$ cat src/codec_ctrl_pkg.sv
package codec_ctrl_pkg;

    // ------------------------------------------------------------
    // Register addresses
    // ------------------------------------------------------------
    localparam int REG_COUNT = 8;
    localparam logic [2:0] ADDR_MODE_CONTROL = 3'h0;
    localparam logic [2:0] ADDR_RATE_CONTROL = 3'h1;
    localparam logic [2:0] ADDR_POWER_CONTROL = 3'h2;
    localparam logic [2:0] ADDR_GAIN_MUTE_CONTROL = 3'h3;
    localparam logic [2:0] ADDR_DAC_ADVANCE_BYPASS_CONTROL = 3'h4;
    localparam logic [2:0] ADDR_ANALOG_TAP_CONTROL = 3'h5;
    localparam logic [2:0] ADDR_DIGITAL_TAP_COEFF_LOW = 3'h6;
    localparam logic [2:0] ADDR_DIGITAL_TAP_COEFF_HIGH = 3'h7;
    localparam logic [2:0] OWN_DEVICE_ADDR = 3'h0;

    // ------------------------------------------------------------
    // Field positions
    // ------------------------------------------------------------
    localparam int MODE_OPSEL_BIT = 0;
    localparam int MODE_MIXED_BIT = 1;
    localparam int MODE_SOFT_RESET_BIT = 7;
    localparam int POWER_GLOBAL_BIT = 0;
    localparam int POWER_SECTION_LSB = 1;
    localparam int POWER_SECTION_COUNT = 4;
    localparam int POWER_REF_BIT = 5;
    localparam int POWER_REF_MSB = 7;
    localparam int GAIN_IN_LSB = 0;
    localparam int GAIN_MODRST_BIT = 3;
    localparam int GAIN_OUT_LSB = 4;
    localparam int GAIN_MUTE_BIT = 7;
    localparam int DACADV_LSB = 0;
    localparam int DACADV_BYPASS_BIT = 5;
    localparam int DACADV_DTAP_EN_BIT = 6;
    localparam int DACADV_RESERVED_BIT = 7;
    localparam int ATAP_COEFF_LSB = 0;
    localparam int ATAP_SE_EN_BIT = 5;
    localparam int ATAP_INV_BIT = 6;
    localparam int ATAP_LOOP_BIT = 7;

    // ------------------------------------------------------------
    // Reset values and timing counts
    // ------------------------------------------------------------
    localparam logic [7:0] REG_RESET = 8'h00;
    localparam logic [2:0] RESET_CYCLES = 3'h4;
    localparam int SCLK_DIV = 8;
    localparam int FSYNC_DIV = 2048;

    // ------------------------------------------------------------
    // Control word carrier
    // ------------------------------------------------------------
    typedef struct packed {
        logic is_control;
        logic is_read;
        logic [2:0] device_addr;
        logic [2:0] reg_addr;
        logic [7:0] reg_data;
    } ctrl_word_t;

endpackage

$ cat src/codec_ctrl_regs.sv
`timescale 1ns/1ps
// How it works
// Reset pin low clears every control register to zero.
// Zeroed registers give serial clock at clock/8 and sample rate at clock/2048.
// Writing one to mode register bit 7 causes a software reset.
// Hardware or software reset lasts four clock cycles.
// Reset clears operating mode bit, leaving program mode.
// First frame sync comes 2048 cycles after reset pin rises.
// Host ignores output words until data or mixed mode is set.
// Global power bit powers every section, overriding individual bits.
// With global bit clear, sections with their own bit set stay powered.
// Reference bits of both codec units are ORed to enable shared reference.
// Gain register holds input gain, modulator reset, output gain fields.
// Gain register bit 7 mutes the output when set.
// DAC advance register holds a five-bit advance in bits 4:0.
// DAC advance register bit 5 bypasses the interpolator when set.
// DAC advance register bit 6 enables the digital gain tap.
// Software writes zero to reserved DAC advance register bit 7.
// Analog tap register holds a five-bit coefficient in bits 4:0.
// Analog tap bit 5 enables single-ended input and analog tap.
// Analog tap bit 6 inverts the input when set.
// Analog tap bit 7 enables loopback and analog tap mute.
// Digital tap coefficient low byte in register 6, high byte in register 7.
// Control word bits 10:8 select one of eight registers.
// Power register bit 0 is global power, bit 5 reference power.
// Mode register bit 0 selects program (0) or data (1) mode.
// Registers stay zero through reset and take writes only afterwards.
module codec_ctrl_regs #(
    parameter int SCLK_DIVIDE = codec_ctrl_pkg::SCLK_DIV,
    parameter int FSYNC_DIVIDE = codec_ctrl_pkg::FSYNC_DIV
) (
    // Clock and reset
    input wire logic REF_CLK_I,
    input wire logic RST_N_I,
    // Control word from the serial framing logic
    input wire codec_ctrl_pkg::ctrl_word_t CTRL_WORD_I,
    input wire logic CTRL_VALID_I,
    // Reference bits of the partner codec unit
    input wire logic [2:0] PEER_REF_BITS_I,
    // Readback
    output logic [7:0] READ_DATA_O,
    output logic READ_VALID_O,
    // Reset and timing
    output logic RESET_BUSY_O,
    output logic SCLK_EN_O,
    output logic FRAME_SYNC_O,
    // Mode
    output logic OPERATING_MODE_O,
    output logic MIXED_MODE_O,
    // Power
    output logic [3:0] SECTION_POWER_O,
    output logic REF_POWER_O,
    output logic [2:0] OWN_REF_BITS_O,
    // Gain and mute
    output logic [2:0] INPUT_GAIN_SELECT_O,
    output logic MODULATOR_RESET_O,
    output logic [2:0] OUTPUT_GAIN_SELECT_O,
    output logic OUTPUT_MUTE_O,
    // DAC advance and digital tap
    output logic [4:0] DAC_ADVANCE_O,
    output logic INTERPOLATOR_BYPASS_O,
    output logic DIGITAL_TAP_ENABLE_O,
    output logic [15:0] DIGITAL_TAP_COEFF_O,
    // Analog tap
    output logic [4:0] ANALOG_TAP_COEFF_O,
    output logic SINGLE_ENDED_ENABLE_O,
    output logic ANALOG_TAP_ENABLE_O,
    output logic INPUT_POLARITY_FLIP_O,
    output logic ANALOG_LOOPBACK_O,
    output logic ANALOG_TAP_MUTE_O
);

    // ------------------------------------------------------------
    // Decode
    // ------------------------------------------------------------
    function automatic logic hits_reg(input codec_ctrl_pkg::ctrl_word_t w, input logic [2:0] a);
        hits_reg = (w.reg_addr == a);
    endfunction

    logic [7:0] regs_reg [codec_ctrl_pkg::REG_COUNT];
    logic [2:0] rst_cnt_reg;
    logic [2:0] rst_cnt_next;
    logic busy_reg;
    logic [$clog2(SCLK_DIVIDE)-1:0] sclk_cnt_reg;
    logic [$clog2(FSYNC_DIVIDE)-1:0] fs_cnt_reg;
    logic [3:0] section_power_next;

    wire logic busy = busy_reg;
    wire logic mode_data = regs_reg[codec_ctrl_pkg::ADDR_MODE_CONTROL][codec_ctrl_pkg::MODE_OPSEL_BIT];
    wire logic mode_mixed = regs_reg[codec_ctrl_pkg::ADDR_MODE_CONTROL][codec_ctrl_pkg::MODE_MIXED_BIT];
    // Program mode, or data with mixed mode, accepts control words
    wire logic cfg_open = !mode_data || mode_mixed;
    wire logic accept = CTRL_VALID_I && CTRL_WORD_I.is_control && !busy && cfg_open
        && (CTRL_WORD_I.device_addr == codec_ctrl_pkg::OWN_DEVICE_ADDR);
    wire logic wr_en = accept && !CTRL_WORD_I.is_read;
    wire logic rd_en = accept && CTRL_WORD_I.is_read;
    wire logic soft_rst = wr_en && hits_reg(CTRL_WORD_I, codec_ctrl_pkg::ADDR_MODE_CONTROL)
        && CTRL_WORD_I.reg_data[codec_ctrl_pkg::MODE_SOFT_RESET_BIT];
    // Reserved bit forced low so a careless write cannot leave it set
    wire logic [7:0] wr_data = hits_reg(CTRL_WORD_I, codec_ctrl_pkg::ADDR_DAC_ADVANCE_BYPASS_CONTROL)
        ? (CTRL_WORD_I.reg_data & 8'h7F) : CTRL_WORD_I.reg_data;
    wire logic [7:0] power_reg = regs_reg[codec_ctrl_pkg::ADDR_POWER_CONTROL];
    wire logic global_on = power_reg[codec_ctrl_pkg::POWER_GLOBAL_BIT];
    wire logic [2:0] own_ref = power_reg[codec_ctrl_pkg::POWER_REF_MSB:codec_ctrl_pkg::POWER_REF_BIT];
    wire logic ref_next = global_on || (|own_ref) || (|PEER_REF_BITS_I);

    assign rst_cnt_next = (!RST_N_I || soft_rst) ? codec_ctrl_pkg::RESET_CYCLES
        : (busy ? rst_cnt_reg - 3'h1 : 3'h0);

    // ------------------------------------------------------------
    // Register bank
    // ------------------------------------------------------------
    always_ff @(posedge REF_CLK_I) begin
        if (!RST_N_I || soft_rst) begin
            for (int i = 0; i < codec_ctrl_pkg::REG_COUNT; i++) begin
                regs_reg[i] <= codec_ctrl_pkg::REG_RESET;
            end
        end else if (wr_en) begin
            regs_reg[CTRL_WORD_I.reg_addr] <= wr_data;
        end
    end

    // Busy taken from the next count so the pin comes straight from a flop
    always_ff @(posedge REF_CLK_I) begin
        rst_cnt_reg <= rst_cnt_next;
        busy_reg <= (rst_cnt_next != 3'h0);
    end

    always_ff @(posedge REF_CLK_I) begin
        if (!RST_N_I) begin
            READ_DATA_O <= 8'h00;
            READ_VALID_O <= 1'b0;
        end else begin
            READ_VALID_O <= rd_en;
            if (rd_en) begin
                READ_DATA_O <= regs_reg[CTRL_WORD_I.reg_addr];
            end
        end
    end

    // ------------------------------------------------------------
    // Default rate dividers
    // ------------------------------------------------------------
    // Only the post-reset rates are modelled; rate programming lives elsewhere
    always_ff @(posedge REF_CLK_I) begin
        if (!RST_N_I) begin
            sclk_cnt_reg <= '0;
            fs_cnt_reg <= '0;
            SCLK_EN_O <= 1'b0;
            FRAME_SYNC_O <= 1'b0;
        end else begin
            sclk_cnt_reg <= sclk_cnt_reg + 1'b1;
            fs_cnt_reg <= fs_cnt_reg + 1'b1;
            SCLK_EN_O <= (sclk_cnt_reg == SCLK_DIVIDE[$clog2(SCLK_DIVIDE)-1:0] - 1'b1);
            FRAME_SYNC_O <= (fs_cnt_reg == FSYNC_DIVIDE[$clog2(FSYNC_DIVIDE)-1:0] - 1'b1);
        end
    end

    // ------------------------------------------------------------
    // Power management
    // ------------------------------------------------------------
    genvar g;
    generate
        for (g = 0; g < codec_ctrl_pkg::POWER_SECTION_COUNT; g++) begin : g_sect
            assign section_power_next[g] = global_on || power_reg[codec_ctrl_pkg::POWER_SECTION_LSB + g];
        end
    endgenerate

    always_ff @(posedge REF_CLK_I) begin
        if (!RST_N_I) begin
            SECTION_POWER_O <= 4'h0;
            REF_POWER_O <= 1'b0;
        end else begin
            SECTION_POWER_O <= section_power_next;
            REF_POWER_O <= ref_next;
        end
    end

    // ------------------------------------------------------------
    // Field outputs, straight from the register flops
    // ------------------------------------------------------------
    assign RESET_BUSY_O = busy;
    assign OPERATING_MODE_O = mode_data;
    assign MIXED_MODE_O = mode_mixed;
    assign OWN_REF_BITS_O = own_ref;
    assign INPUT_GAIN_SELECT_O = regs_reg[3][codec_ctrl_pkg::GAIN_IN_LSB +: 3];
    assign MODULATOR_RESET_O = regs_reg[3][codec_ctrl_pkg::GAIN_MODRST_BIT];
    assign OUTPUT_GAIN_SELECT_O = regs_reg[3][codec_ctrl_pkg::GAIN_OUT_LSB +: 3];
    assign OUTPUT_MUTE_O = regs_reg[3][codec_ctrl_pkg::GAIN_MUTE_BIT];
    assign DAC_ADVANCE_O = regs_reg[4][codec_ctrl_pkg::DACADV_LSB +: 5];
    assign INTERPOLATOR_BYPASS_O = regs_reg[4][codec_ctrl_pkg::DACADV_BYPASS_BIT];
    assign DIGITAL_TAP_ENABLE_O = regs_reg[4][codec_ctrl_pkg::DACADV_DTAP_EN_BIT];
    assign ANALOG_TAP_COEFF_O = regs_reg[5][codec_ctrl_pkg::ATAP_COEFF_LSB +: 5];
    assign SINGLE_ENDED_ENABLE_O = regs_reg[5][codec_ctrl_pkg::ATAP_SE_EN_BIT];
    assign ANALOG_TAP_ENABLE_O = regs_reg[5][codec_ctrl_pkg::ATAP_SE_EN_BIT];
    assign INPUT_POLARITY_FLIP_O = regs_reg[5][codec_ctrl_pkg::ATAP_INV_BIT];
    assign ANALOG_LOOPBACK_O = regs_reg[5][codec_ctrl_pkg::ATAP_LOOP_BIT];
    assign ANALOG_TAP_MUTE_O = regs_reg[5][codec_ctrl_pkg::ATAP_LOOP_BIT];
    assign DIGITAL_TAP_COEFF_O = {regs_reg[7], regs_reg[6]};

    // ------------------------------------------------------------
    // Assertions
    // ------------------------------------------------------------
    logic [11:0] rel_cnt_reg;
    always_ff @(posedge REF_CLK_I) begin
        if (!RST_N_I) begin
            rel_cnt_reg <= 12'h000;
        end else if (rel_cnt_reg != 12'hFFF) begin
            rel_cnt_reg <= rel_cnt_reg + 12'h001;
        end
    end

    wire logic all_zero = (regs_reg[0] == 8'h00) && (regs_reg[1] == 8'h00) && (regs_reg[2] == 8'h00)
        && (regs_reg[3] == 8'h00) && (regs_reg[4] == 8'h00) && (regs_reg[5] == 8'h00)
        && (regs_reg[6] == 8'h00) && (regs_reg[7] == 8'h00);
    wire logic [63:0] bank_flat = {regs_reg[7], regs_reg[6], regs_reg[5], regs_reg[4], regs_reg[3], regs_reg[2],
        regs_reg[1], regs_reg[0]};
    wire logic [7:0] rd_pick = regs_reg[CTRL_WORD_I.reg_addr];
endmodule

$ cat config.mk
export PLATFORM = sky130hd
export DESIGN_NAME = codec_ctrl_regs
export DESIGN_NICKNAME = d
export VERILOG_FILES = /design/src/codec_ctrl_pkg.sv /design/src/codec_ctrl_regs.sv
export SDC_FILE = /design/constraint.sdc
export NUM_CORES = 1
export LEC_CHECK = 0
export BUFFER_PORTS_ARGS = -buffer_cell sky130_fd_sc_hd__buf_4
export CORE_MARGIN = 2
export CORE_UTILIZATION = 55
export DETAILED_ROUTE_END_ITERATION = 8
export HOLD_SLACK_MARGIN = 0.15
export PLACE_DENSITY_LB_ADDON = 0.1
export REMOVE_ABC_BUFFERS = 1
export SLEW_MARGIN = 20
export SYNTH_ARGS = -nofsm -noshare
export SYNTH_HDL_FRONTEND = slang
export SYNTH_SLANG_ARGS = --single-unit
$ cat constraint.sdc
create_clock -name REF_CLK_I -period 3.25 [get_ports REF_CLK_I]
set_input_delay 0.1625 -clock REF_CLK_I [delete_from_list [all_inputs] [get_ports REF_CLK_I]]
set_output_delay 0.1625 -clock REF_CLK_I [all_outputs]
set_load 0.05 [all_outputs]
==> metrics.yaml <==
floorplanning:
  start_util: 0.573
  die_height_um: 94.0
  core_um2: 7770
  row_count: 32
  dieArea_um2: 8830
  die_x_um: 94.0
  io_pins: 85
sta:
  setup_viol: 0
  timing.fmax_mhz: 367
  min_period_ns: 2.72
  hold-worst-slack_ns: 0.166
  slew_violations: 0
  tns_ns: 0
  worst_pin_slew_ns: 0.730
  max_slew_margin: 0.513
  setup_ws_ns: 0.528
  hold_viol_final: 0
  period_share: 0.837
  skew_ns: 0.0105
  rsz0062_at_grt: "false"
logic_synthesis:
  yosysWarningCount: 0
  synth-xor-area-share: 0.0157
  syn_avg_cell_area_um2: 11.9
  ys_types: 41
  syn_area_um2: 4450
  synth_cells: 373
  synth_flop_cell: "edfxtp_1"
  muxShareOfSynthArea: 0.0540
  synth_commonest_cells: "edfxtp_1 (64), and2_1 (61), dfxtp_1 (34)"
  async_flop_share: 0
  synthSimpleGateAreaFrac: 0.225
  synth_fa_ha_area_frac: 0.0112
  synth-compound-area-share: 0.0697
  yosysSeqAreaShare: 0.585
  synth_top_area_cell: "edfxtp_1"
  synth_top_area_share: 0.432
  synth.most_common_cell: "edfxtp_1"
  synth_edf_count: 64
  ys_ff_latch: 98
  synth_top_family_by_area: "simple AND/OR/NAND/NOR gates"
  synth.area.top_cells: "edfxtp_1 (43%), dfxtp_1 (15%), and2_1 (8.6%)"
finish:
  largest_reg_flops: 64
  drive_above_1_share: 0.269
  stdcell_count: 563
  area_delta_synth_final_pct: 21.1
  final_util: 0.694
  diodes: 0
  fin_nets: 482
  fillers: 599
  design_area_um2: 5390
global_route:
  grt_use_total: 0.254
  antenna_found_initial: 0
  grt_overflow: 0
  grt_first_pass_wirelength_um: 16100
  grt_start_max_net_pins: 37
  grt_pass1_vias: 2981
clock_network:
  cts_setup_buffers: 0
  cts_resized: 0
  htree_levels: 3
  root_buffer: "clkbuf_8"
  insertion_delay_ns: 0.37
  cts-buffers-inserted: 9
  clock_sinks: 98
  clk_path_buf_depth: 2
  path_clk_slew_ns: 0.10
  cts_tree: "done"
route:
  wl_per_cell_um: 18.9
  drcViolationCount: 0
  ant_nets: 0
  first_pass_iters: 5
  wl_um: 10700
  avgViaCountPerCell: 5.62
  dr.first_iter.drc_count: 239
  vias: 3163
flow_run:
  drv_cap: 0
hold_path:
  min_path_cells: 2
  min_from: "CTRL_WORD_I[1]"
  holdPathEnd: "regs_reg[5][1]$_SDFFCE_PN0P_"
  hold_class: "in2reg"
outcome:
  status: "complete, no violations"
place:
  post-place-ws_ns: 0.523
  place_area_um2: 5120
  post-place-cells: 543
  hpwl_um: 7650
  io_buffers: 84
  finalWeightedCongestion: 0.821
critical_path:
  r2r-end: "regs_reg[5][5]$_SDFFCE_PN0P_"
  required_ns: 3.28
  crit_path_max_fanout: 9
  r2r_slack_ns: 0.53
  worst_setup_path_start_kind: "register"
  path_class: "reg2reg"
  cp.arrival_ns: 2.75
  end_kind: "register"
  r2r_start: "regs_reg[0][0]$_SDFFCE_PN0P_"
  reg2reg_depth: 4
power:
  sequentialPowerShare: 0.537
  power_mw: 2.62
  p_leak_nw: 2.22
  pwr-share-comb: 0.134
  p_per_area_nw_per_um2: 487
  power.switching_mw: 0.701
  internal_power_mw: 1.92
  clockPowerShare: 0.329
  irDropWorstVdd_v: 0.000337
  swShare: 0.267
==> timing repair <==
item,in CTS,in global routing
endpoints found under the hold margin,5,0
endpoints found under the setup margin,0,0
hold buffers,4,0
==> worst max-delay path by stage <==
stage	start	to	slack, ns	depth (start not counted)
4_1_cts	regs_reg[0][0]$_SDFFCE_PN0P_	regs_reg[5][5]$_SDFFCE_PN0P_	0.51	4
6_report	regs_reg[0][0]$_SDFFCE_PN0P_	regs_reg[5][5]$_SDFFCE_PN0P_	0.53	4
2_1_floorplan	regs_reg[0][0]$_SDFFCE_PN0P_	regs_reg[1][0]$_SDFFCE_PN0P_	0.51	4
3_3_place_gp	regs_reg[0][0]$_SDFFCE_PN0P_	regs_reg[5][4]$_SDFFCE_PN0P_	0.64	4
3_5_place_dp	regs_reg[0][0]$_SDFFCE_PN0P_	regs_reg[5][4]$_SDFFCE_PN0P_	0.52	4
5_1_grt	regs_reg[0][0]$_SDFFCE_PN0P_	regs_reg[5][6]$_SDFFCE_PN0P_	0.36	4
==> metal layers <==
metal	vias up	share of wire	GRT usage
met1	1491	0.43	0.349
met3	29	0.081	0.0409
met5	-	0	0
li1	1486	-	-
met2	157	0.46	0.392
met4	0	0.033	0.128
==> power groups by stage <==
| stage | Combinational, mW | Sequential [mW] | Clock (mW) |
|---|---|---|---|
| after detailed placement | 0.347 | 1.44 | 0 |
| after floorplan | 0.116 | 1.53 | 0 |
| final | 0.351 | 1.41 | 0.864 |
| after global placement | 0.343 | 1.44 | 0 |
| after CTS | 0.351 | 1.41 | 0.876 |
| after global routing | 0.375 | 1.42 | 0.926 |
==> worst max-delay path: stages (launching register included) <==
cell and delay [ns]:
edfxtp_1 0.42, nor2b_1 0.18, or4_1 0.83, nor4_4 0.56, nand2b_1 0.40
==> layout by cell type (no fill, tap or decap), types with 2 or more instances in the layout <==
master,count
clkbuf_8,10
nor3_1,7
nor2_1,26
a21oi_1,10
nand2_1,16
and3_1,9
nand3b_1,3
nand3_1,6
dfxtp_1,34
buf_4,90
inv_1,9
or3_1,3
nor4_4,7
ha_1,4
and2_1,61
xnor2_1,5
nand2b_1,10
o21ai_0,18
inv_6,3
a211o_1,2
a31o_2,2
edfxtp_1,64
o22ai_1,4
dlygate4sd3_1,4
conb_1,2
mux2_2,4
nor2b_1,2
xor2_1,3
nor4_1,3
a22oi_1,3
a31oi_1,9
mux2i_1,15
a211oi_1,2
mux4_2,2
==> final cells by class <==
cell class                 instances  area [um^2]  area share
clock buffer                      11          163      0.0302
sequential                        98         2600       0.483
timing repair buffer              94          716       0.133
multi-input combinational        243         1680       0.312
clock inverter                     5         62.6      0.0116
inverter                          10         37.5     0.00696
tap                              102          128      0.0237
==> logic make-up after synthesis <==
group | Yosys count
buffers and inverters | 33
xor gates and xnor gates | 8
and+or+nand+nor | 157
AOI/OAI and AO/OA | 51
DFF | 98
other | 1
adders and majority gates | 4
muxes | 21
Note: power is estimated with default switching activity, not from simulation.
